===== src/rtl/adcsq_pkg.sv =====
// Package: control word layout, reset values and timing for the sequencer
package adcsq_pkg;

  typedef struct packed {
    logic write_en;
    logic sequencer_bit;
    logic [3:0] channel_addr_field;
    logic power_sel_hi;
    logic power_sel_lo;
    logic list_sel;
    logic idle_output_drive_sel;
    logic range_sel;
    logic coding_sel;
    logic single_or_diff_sel;
  } adcsq_ctrl_t;

  typedef enum logic [1:0] {
    ADCSQ_SPAN_REF = 2'h0,
    ADCSQ_SPAN_TWO_REF = 2'h1,
    ADCSQ_SPAN_HALF_PM = 2'h2,
    ADCSQ_SPAN_FULL_PM = 2'h3
  } adcsq_span_t;

  typedef enum logic [2:0] {
    ADCSQ_MODE_DIRECT = 3'h1,
    ADCSQ_MODE_LIST = 3'h2,
    ADCSQ_MODE_COUNT = 3'h4
  } adcsq_mode_t;

  typedef enum logic [2:0] {
    ADCSQ_ST_IDLE = 3'h1,
    ADCSQ_ST_FRAME = 3'h2,
    ADCSQ_ST_LIST_LOAD = 3'h4
  } adcsq_state_t;

  localparam int ADCSQ_CTRL_BITS = 13;
  localparam int ADCSQ_LIST_BITS = 16;
  localparam int ADCSQ_CONV_EDGES = 16;
  // Normal power, single-ended, straight binary after reset
  localparam logic [12:0] ADCSQ_CTRL_RST = 13'h0063;
  localparam logic [4:0] ADCSQ_CTRL_LAST = 5'h0c;
  localparam logic [4:0] ADCSQ_CONV_LAST = 5'h0f;
  localparam logic [4:0] ADCSQ_CNT_MAX = 5'h1f;
  localparam int ADCSQ_CLK_NS = 50;
  localparam int ADCSQ_WAKE_NS = 1000;
  localparam int ADCSQ_WAKE_CYC =
    (ADCSQ_WAKE_NS + ADCSQ_CLK_NS - 1) / ADCSQ_CLK_NS;
  localparam logic [4:0] ADCSQ_WAKE_LOAD = 5'(ADCSQ_WAKE_CYC);

endpackage


===== src/rtl/adcsq_chan_dec.sv =====
// Channel decoder: address code and input mode to multiplexer selects
`timescale 1ns/10ps
module adcsq_chan_dec #(
  parameter int NCH = 8
) (
  input wire logic [3:0] code,
  input wire logic single,
  output logic [2:0] pos_sel,
  output logic [2:0] neg_sel,
  output logic diff
);

  // Only the two documented variants have a decode table
  if (NCH != 4 && NCH != 8) begin : g_nch_check
    $error("adcsq_chan_dec: NCH must be 4 or 8");
  end

  logic [2:0] idx;

  always_comb begin
    // Upper address bits are don't-care for the variant
    if (NCH == 8) begin
      idx = code[2:0];
    end else begin
      idx = {1'b0, code[1:0]};
    end
    pos_sel = idx;
    // Odd code puts the odd input on the positive side
    neg_sel = idx ^ 3'h1;
    diff = ~single;
  end

endmodule


===== src/rtl/adcsq_core.sv =====
// Control word decode and channel sequencer for a multi-channel ADC
// Operation
// - Single-ended: range 1 spans 0..ref, range 0 spans 0..2*ref.
// - Differential: range 1 spans +-ref/2, range 0 spans +-ref.
// - Input chosen from address field plus single/differential bit.
// - Four-channel variant decodes two low address bits only.
// - Eight-channel variant decodes three low bits; odd code flips pair.
// - Both power bits set keeps the converter fully powered.
// - Upper power bit clear powers down after each conversion.
// - One microsecond wake-up before a valid conversion.
// - Sequencer bits 00: each conversion uses last written address.
// - Bits 01: next transfer loads channel list, then cycles it.
// - Any channel set, consecutive or not, is accepted in the list.
// - Bits 10: write changes settings without ending the sequence.
// - Bits 11: count channel 0 up to address field, then repeat.
// - Thirteen-bit word on first 13 falls; loaded only if write set.
// - Word order: write, seq, addr[3:0], power, list, drive, etc.
// - List cycles ascending from lowest until a non-10 write.
`timescale 1ns/10ps
module adcsq_core #(
  parameter int NCH = 8
) (
  input wire logic clock,
  input wire logic rst,
  input wire logic chip_select_n,
  input wire logic sclk,
  input wire logic din,
  output logic [2:0] mux_pos_q,
  output logic [2:0] mux_neg_q,
  output logic diff_q,
  output adcsq_pkg::adcsq_span_t span_q,
  output logic coding_binary_q,
  output logic idle_drive_q,
  output logic [3:0] result_addr_q,
  output logic conv_active_q,
  output logic powered_q,
  output logic awake_q
);

  if (NCH != 4 && NCH != 8) begin : g_nch_check
    $error("adcsq_core: NCH must be 4 or 8");
  end

  adcsq_pkg::adcsq_state_t state_q, state_d;
  adcsq_pkg::adcsq_mode_t mode_q, mode_d;
  adcsq_pkg::adcsq_ctrl_t ctrl_q, ctrl_d, word;
  logic [7:0] list_q, list_d;
  logic list_pend_q, list_pend_d;
  logic restart_q, restart_d;
  logic [2:0] idx_q, idx_d, nxt_idx;
  logic [4:0] cnt_q, cnt_d, wake_q, wake_d;
  logic [15:0] shift_q, shift_d;
  logic sclk_q, cs_q;
  logic cs_fall, cs_rise, sclk_fall;
  logic [3:0] code;
  logic [2:0] dec_pos, dec_neg;
  logic dec_diff;
  logic [2:0] mux_pos_d, mux_neg_d;
  logic diff_d, coding_binary_d, idle_drive_d, conv_active_d, powered_d;
  logic [3:0] result_addr_d;
  adcsq_pkg::adcsq_span_t span_d;

  function automatic adcsq_pkg::adcsq_span_t span_of(logic rng, logic se);
    if (se) begin
      span_of = rng ? adcsq_pkg::ADCSQ_SPAN_REF
                    : adcsq_pkg::ADCSQ_SPAN_TWO_REF;
    end else begin
      span_of = rng ? adcsq_pkg::ADCSQ_SPAN_HALF_PM
                    : adcsq_pkg::ADCSQ_SPAN_FULL_PM;
    end
  endfunction

  // Next set bit above cur, wrapping to the lowest; empty list -> top channel
  function automatic logic [2:0] list_next(logic [2:0] cur, logic [7:0] lst,
                                           logic rs);
    logic found;
    logic have_low;
    logic [2:0] low;
    found = 1'b0;
    have_low = 1'b0;
    low = 3'(NCH - 1);
    list_next = 3'(NCH - 1);
    for (int i = 0; i < NCH; i++) begin
      if (lst[i] && !have_low) begin
        have_low = 1'b1;
        low = 3'(i);
      end
      if (lst[i] && !found && (rs || 3'(i) > cur)) begin
        found = 1'b1;
        list_next = 3'(i);
      end
    end
    if (!found && have_low)
      list_next = low;
  endfunction

  assign cs_fall = cs_q & ~chip_select_n;
  assign cs_rise = ~cs_q & chip_select_n;
  assign sclk_fall = sclk_q & ~sclk & ~chip_select_n;
  assign word = adcsq_pkg::adcsq_ctrl_t'({shift_q[11:0], din});

  always_comb begin
    nxt_idx = idx_q;
    code = ctrl_q.channel_addr_field;
    unique case (mode_q)
      adcsq_pkg::ADCSQ_MODE_DIRECT: begin
        code = ctrl_q.channel_addr_field;
      end
      adcsq_pkg::ADCSQ_MODE_LIST: begin
        nxt_idx = list_next(idx_q, list_q, restart_q);
        code = {1'b0, nxt_idx};
      end
      adcsq_pkg::ADCSQ_MODE_COUNT: begin
        if (restart_q ||
            idx_q >= (ctrl_q.channel_addr_field[2:0] & 3'(NCH - 1)))
          nxt_idx = 3'h0;
        else
          nxt_idx = idx_q + 3'h1;
        code = {1'b0, nxt_idx};
      end
    endcase
  end

  adcsq_chan_dec #(.NCH(NCH)) u_dec (
    .code(code),
    .single(ctrl_q.single_or_diff_sel),
    .pos_sel(dec_pos),
    .neg_sel(dec_neg),
    .diff(dec_diff)
  );

  always_comb begin
    state_d = state_q;
    mode_d = mode_q;
    ctrl_d = ctrl_q;
    list_d = list_q;
    list_pend_d = list_pend_q;
    restart_d = restart_q;
    idx_d = idx_q;
    cnt_d = cnt_q;
    wake_d = (wake_q != 5'h0) ? wake_q - 5'h1 : wake_q;
    shift_d = shift_q;
    mux_pos_d = mux_pos_q;
    mux_neg_d = mux_neg_q;
    diff_d = diff_q;
    span_d = span_q;
    coding_binary_d = coding_binary_q;
    idle_drive_d = idle_drive_q;
    result_addr_d = result_addr_q;
    conv_active_d = conv_active_q;
    powered_d = powered_q;
    if (cs_fall) begin
      // Settings freeze here so a write mid-frame hits the next one
      state_d = list_pend_q ? adcsq_pkg::ADCSQ_ST_LIST_LOAD
                            : adcsq_pkg::ADCSQ_ST_FRAME;
      list_pend_d = 1'b0;
      cnt_d = 5'h0;
      idx_d = nxt_idx;
      restart_d = 1'b0;
      mux_pos_d = dec_pos;
      mux_neg_d = dec_neg;
      diff_d = dec_diff;
      span_d = span_of(ctrl_q.range_sel, ctrl_q.single_or_diff_sel);
      coding_binary_d = ctrl_q.coding_sel;
      idle_drive_d = ctrl_q.idle_output_drive_sel;
      result_addr_d = code;
      conv_active_d = 1'b1;
      if (!powered_q) begin
        powered_d = 1'b1;
        wake_d = adcsq_pkg::ADCSQ_WAKE_LOAD;
      end
    end else if (sclk_fall && state_q != adcsq_pkg::ADCSQ_ST_IDLE) begin
      if (cnt_q != adcsq_pkg::ADCSQ_CNT_MAX)
        cnt_d = cnt_q + 5'h1;
      if (cnt_q <= adcsq_pkg::ADCSQ_CONV_LAST)
        shift_d = {shift_q[14:0], din};
      if (state_q == adcsq_pkg::ADCSQ_ST_FRAME &&
          cnt_q == adcsq_pkg::ADCSQ_CTRL_LAST && word.write_en) begin
        ctrl_d = word;
        unique case ({word.sequencer_bit, word.list_sel})
          2'b00: mode_d = adcsq_pkg::ADCSQ_MODE_DIRECT;
          2'b01: list_pend_d = 1'b1;
          2'b10: begin
            // Address stays; the running sequence is untouched
            ctrl_d.channel_addr_field = ctrl_q.channel_addr_field;
          end
          2'b11: begin
            mode_d = adcsq_pkg::ADCSQ_MODE_COUNT;
            restart_d = 1'b1;
          end
        endcase
      end
      if (cnt_q == adcsq_pkg::ADCSQ_CONV_LAST) begin
        conv_active_d = 1'b0;
        if (!ctrl_d.power_sel_hi)
          powered_d = 1'b0;
      end
    end else if (cs_rise) begin
      if (state_q == adcsq_pkg::ADCSQ_ST_LIST_LOAD &&
          cnt_q > adcsq_pkg::ADCSQ_CONV_LAST) begin
        // Channel 0 sits in the word's top bit
        for (int i = 0; i < 8; i++)
          list_d[i] = (i < NCH) ? shift_q[15 - i] : 1'b0;
        mode_d = adcsq_pkg::ADCSQ_MODE_LIST;
        restart_d = 1'b1;
      end
      state_d = adcsq_pkg::ADCSQ_ST_IDLE;
      conv_active_d = 1'b0;
    end
    if (ctrl_d.power_sel_hi && ctrl_d.power_sel_lo)
      powered_d = 1'b1;
  end

  always_ff @(posedge clock) begin
    if (rst) begin
      state_q <= adcsq_pkg::ADCSQ_ST_IDLE;
      mode_q <= adcsq_pkg::ADCSQ_MODE_DIRECT;
      ctrl_q <= adcsq_pkg::adcsq_ctrl_t'(adcsq_pkg::ADCSQ_CTRL_RST);
      list_q <= 8'h00;
      list_pend_q <= 1'b0;
      restart_q <= 1'b0;
      idx_q <= 3'h0;
      cnt_q <= 5'h0;
      wake_q <= 5'h0;
      shift_q <= 16'h0000;
      sclk_q <= 1'b0;
      cs_q <= 1'b1;
      mux_pos_q <= 3'h0;
      mux_neg_q <= 3'h1;
      diff_q <= 1'b0;
      span_q <= adcsq_pkg::ADCSQ_SPAN_TWO_REF;
      coding_binary_q <= 1'b1;
      idle_drive_q <= 1'b0;
      result_addr_q <= 4'h0;
      conv_active_q <= 1'b0;
      powered_q <= 1'b1;
      awake_q <= 1'b1;
    end else begin
      state_q <= state_d;
      mode_q <= mode_d;
      ctrl_q <= ctrl_d;
      list_q <= list_d;
      list_pend_q <= list_pend_d;
      restart_q <= restart_d;
      idx_q <= idx_d;
      cnt_q <= cnt_d;
      wake_q <= wake_d;
      shift_q <= shift_d;
      sclk_q <= sclk;
      cs_q <= chip_select_n;
      mux_pos_q <= mux_pos_d;
      mux_neg_q <= mux_neg_d;
      diff_q <= diff_d;
      span_q <= span_d;
      coding_binary_q <= coding_binary_d;
      idle_drive_q <= idle_drive_d;
      result_addr_q <= result_addr_d;
      conv_active_q <= conv_active_d;
      powered_q <= powered_d;
      awake_q <= powered_d && wake_d == 5'h0;
    end
  end
endmodule


===== config.mk =====
export PLATFORM = sky130hd
export DESIGN_NAME = adcsq_core
export DESIGN_NICKNAME = d
export VERILOG_FILES = /design/src/rtl/adcsq_pkg.sv /design/src/rtl/adcsq_chan_dec.sv /design/src/rtl/adcsq_core.sv
export SDC_FILE = /design/constraint.sdc
export NUM_CORES = 1
export LEC_CHECK = 0
export BUFFER_PORTS_ARGS = -buffer_cell sky130_fd_sc_hd__buf_2
export CAP_MARGIN = 40
export CORE_MARGIN = 2
export CORE_UTILIZATION = 62
export CTS_BUF_LIST = sky130_fd_sc_hd__clkbuf_2
export DETAILED_ROUTE_END_ITERATION = 6
export PLACE_DENSITY = 0.81
export SETUP_SLACK_MARGIN = 0.15
export SLEW_MARGIN = 20
export SYNTH_ARGS = -nofsm -noshare
export SYNTH_HDL_FRONTEND = slang
export SYNTH_SLANG_ARGS = --single-unit

===== constraint.sdc =====
create_clock -name clock -period 2.59 [get_ports clock]
set_input_delay 0.259 -clock clock [delete_from_list [all_inputs] [get_ports clock]]
set_output_delay 0.259 -clock clock [all_outputs]
set_load 0.01 [all_outputs]

==> impl_metrics.py <==
metrics = {
    "outcome": {
        "outcome": "complete, no violations",
    },
    "yosys": {
        "synth-edff-count": 0,
        "ys_seq_area_share_pct": 40.77,
        "synth_area_per_cell_um2": 8.964,
        "synth_cells": 378,
        "syn_nets": 397,
        "yosysWarnings": 0,
        "synthArstFlopShare_pct": 0,
        "synth_area_um2": 3388,
        "ys_ff_latch": 69,
        "ys_types": 63,
        "synth_ff_type": "dfxtp_1",
    },
    "timing": {
        "clock_skew_ns": 0.01202,
        "fmax_mhz": 437.8,
        "finalCriticalPeriod_ns": 2.284,
        "finalCritPeriodShare_pct": 88.18,
        "slew_headroom_pct": 52.38,
        "tightest_slew_ns": 0.7144,
        "hold_ws_ns": 0.06291,
        "hold_viol_final": 0,
        "drv_slew": 0,
        "setup_viol": 0,
        "setup_tns_ns": 0,
        "rsz0062_at_grt": "no",
        "fin_ws_ns": 0.3061,
    },
    "drt": {
        "vias": 2619,
        "drt-initial-drc-count": 161,
        "drt-wirelength-per-cell_um": 13.63,
        "route.detailed.drc": 0,
        "ant_nets": 0,
        "wirelength_um": 6380,
        "drt_first_pass_iters": 4,
        "viasPerCell": 5.596,
    },
    "setup_path": {
        "cp.required_ns": 2.96,
        "criticalPathCategory": "reg -> reg",
        "critPathArrivalTime_ns": 2.66,
        "crit_path_start": "idx_q[0]",
        "endpoint_kind": "flop",
        "start_kind": "flop",
        "path_max_fanout": 10,
        "reg2reg_from": "idx_q[0]",
    },
    "grt": {
        "grt_max_degree": 41,
        "grt_pass1_wl_um": 11070,
        "overflow": 0,
        "grt_pass1_vias": 2483,
        "antenna_found_initial": 0,
        "track_usage_pct": 22.88,
    },
    "pwr": {
        "switching_share_pct": 27.92,
        "seq_power_share_pct": 56.8,
        "p_per_area_nw_per_um2": 566.4,
        "p_int_mw": 1.473,
        "power.leakage_nw": 1.552,
        "combPwrFrac_pct": 15.9,
        "power_mw": 2.043,
        "power.share.clock_pct": 27.3,
        "ir_drop_v": 0.0003554,
        "switchingPower_mw": 0.5705,
    },
    "cts": {
        "clk_path_buf_depth": 2,
        "cts_root_buf": "clkbuf_2",
        "insertion_delay_ns": 0.46,
        "cts_tree": "done",
        "htreeDepth": 3,
        "clk_pin_slew_ns": 0.17,
        "cts_buffers": 9,
        "cts.sinks": 69,
    },
    "layout": {
        "final_layout_size_suffix_gt1_share_pct": 15.33,
        "nets": 414,
        "final_core_util_pct": 69.30,
        "fill_cells": 413,
        "n_antenna_cell": 0,
        "syn2layout_area_growth_pct": 6.462,
    },
    "floorplan": {
        "row_count": 26,
        "chipWidth_um": 77.93,
        "start_util_pct": 65.10,
        "die_area_um2": 6072,
        "core_um2": 5205,
        "dieHeight_um": 77.93,
        "ios": 23,
    },
    "hold_path": {
        "hold_start": "din",
        "worstHoldPathType": "in -> reg",
    },
    "job": {
        "drv_cap": 0,
    },
    "place": {
        "io_buffers": 22,
        "preCtsSetupSlack_ns": 0.1992,
        "routabilityCongestion": 0.8439,
        "hpwl_um": 4656,
    },
}
-- final cells by class --
class / count / area (µm²) / share of cell area (%)
inverter: 18 / 67.56 / 1.873
timing repair buffer: 29 / 171.4 / 4.752
sequential: 69 / 1383 / 38.33
multi-input combinational: 268 / 1804 / 50.02
clock buffer: 11 / 55.05 / 1.526
tap: 70 / 87.58 / 2.428
clock inverter: 3 / 38.79 / 1.075
-- timing repair --
action	4_1_cts	5_1_grt
endpoints found under the hold margin	2	0
endpoints found under the setup margin	0	5
buffers inserted	0	0
gates resized for setup	0	2
hold buffers	2	0
-- through the flow --
stage                     cell area (µm²)  cells
after CTS                            3593    468
final                                3607    468
after floorplan                      3388    378
after detailed placement             3480    452
after global routing                 3607    468
after global placement               3468    451
-- flip-flops by register name (all words and copies together) (netlist names), 2 cells and up --
signal,count
wake_q,5
list_q,8
mux_pos_q,2
idx_q,3
mode_q,3
result_addr_q,2
shift_q,16
cnt_q,5
state_q,3
ctrl_q,10
-- layer usage --
metal  GRT usage (%)  vias up  share of wire, %
met4           10.88        0               1.5
li1                -     1350                 -
met5               0        -                 0
met2           35.00       38                45
met1           30.57     1219                50
met3           5.233       12               3.0
-- power by group through the flow --
stage	clock, mW	combinational (mW)	sequential [mW]
4_1_cts	0.576	0.324	1.16
3_5_place_dp	0	0.317	1.18
3_3_place_gp	0	0.309	1.18
6_report	0.558	0.324	1.16
2_1_floorplan	0	0.256	1.18
5_1_grt	0.616	0.376	1.17
-- synthesized netlist by cell type (all sizes together) (3+ instances only) --
master / count / area [µm²]
a211o: 4 / 35.03
a211oi: 3 / 22.52
a21o: 4 / 30.03
a21oi: 21 / 108.9
a22oi: 3 / 27.52
a311oi: 5 / 43.79
and3: 4 / 28.78
buf: 12 / 92.59
clkbuf: 9 / 35.03
dfxtp: 69 / 1381
ha: 14 / 175.2
inv: 18 / 67.56
mux2i: 34 / 340.3
nand2: 18 / 67.56
nand2b: 13 / 88.83
nand3: 4 / 25.02
nor2: 68 / 255.2
nor3: 5 / 25.02
nor4: 4 / 40.04
o211ai: 3 / 22.52
o21a: 3 / 23.77
o21ai: 12 / 63.81
or2: 6 / 37.54
or3: 3 / 18.77
xnor2: 3 / 26.28
xor2: 3 / 26.28
-- layout by cell type, fill, tap and decap left out, types with 4 or more instances in the layout --
cell	instances
nand2b_1	12
or2_2	5
nand2_1	18
nor2_1	68
inv_1	18
buf_2	22
buf_4	4
mux2i_1	34
a21oi_1	20
ha_1	14
nor3_1	5
clkbuf_2	11
dfxtp_1	68
a21o_1	4
a211o_1	4
o21ai_0	10
a311oi_1	5
-- kinds of logic after synthesis --
group / count (synthesis) / synth area share (%)
buf+inv: 41 / 6.351
compound gates: 78 / 16.21
mux: 34 / 10.04
flops: 69 / 40.77
fa+ha+maj: 14 / 5.170
xor+xnor: 6 / 1.551
simple gates: 136 / 19.90
-- path summary, 6_finish.rpt --
| kind | slack [ns] | cells past startpoint | end |
|---|---|---|---|
| setup / recovery | 0.31 | 8 | mux_neg_q[0] |
| setup reg to reg | 0.31 | 8 | mux_neg_q[0] |
| hold reg to reg | 0.46 | 1 | diff_q |
| hold / removal | 0.06 | 3 | shift_q[0] |
-- critical path, cell delays in order (launching register included) --
cell       delay, ns
dfxtp_2         0.46
inv_1           0.12
ha_1            0.30
nand2b_1        0.14
a21o_1          0.20
a2111oi_4       0.39
nand2_1         0.12
a21o_1          0.18
a221o_1         0.28
(Power assumes the default switching activity.)
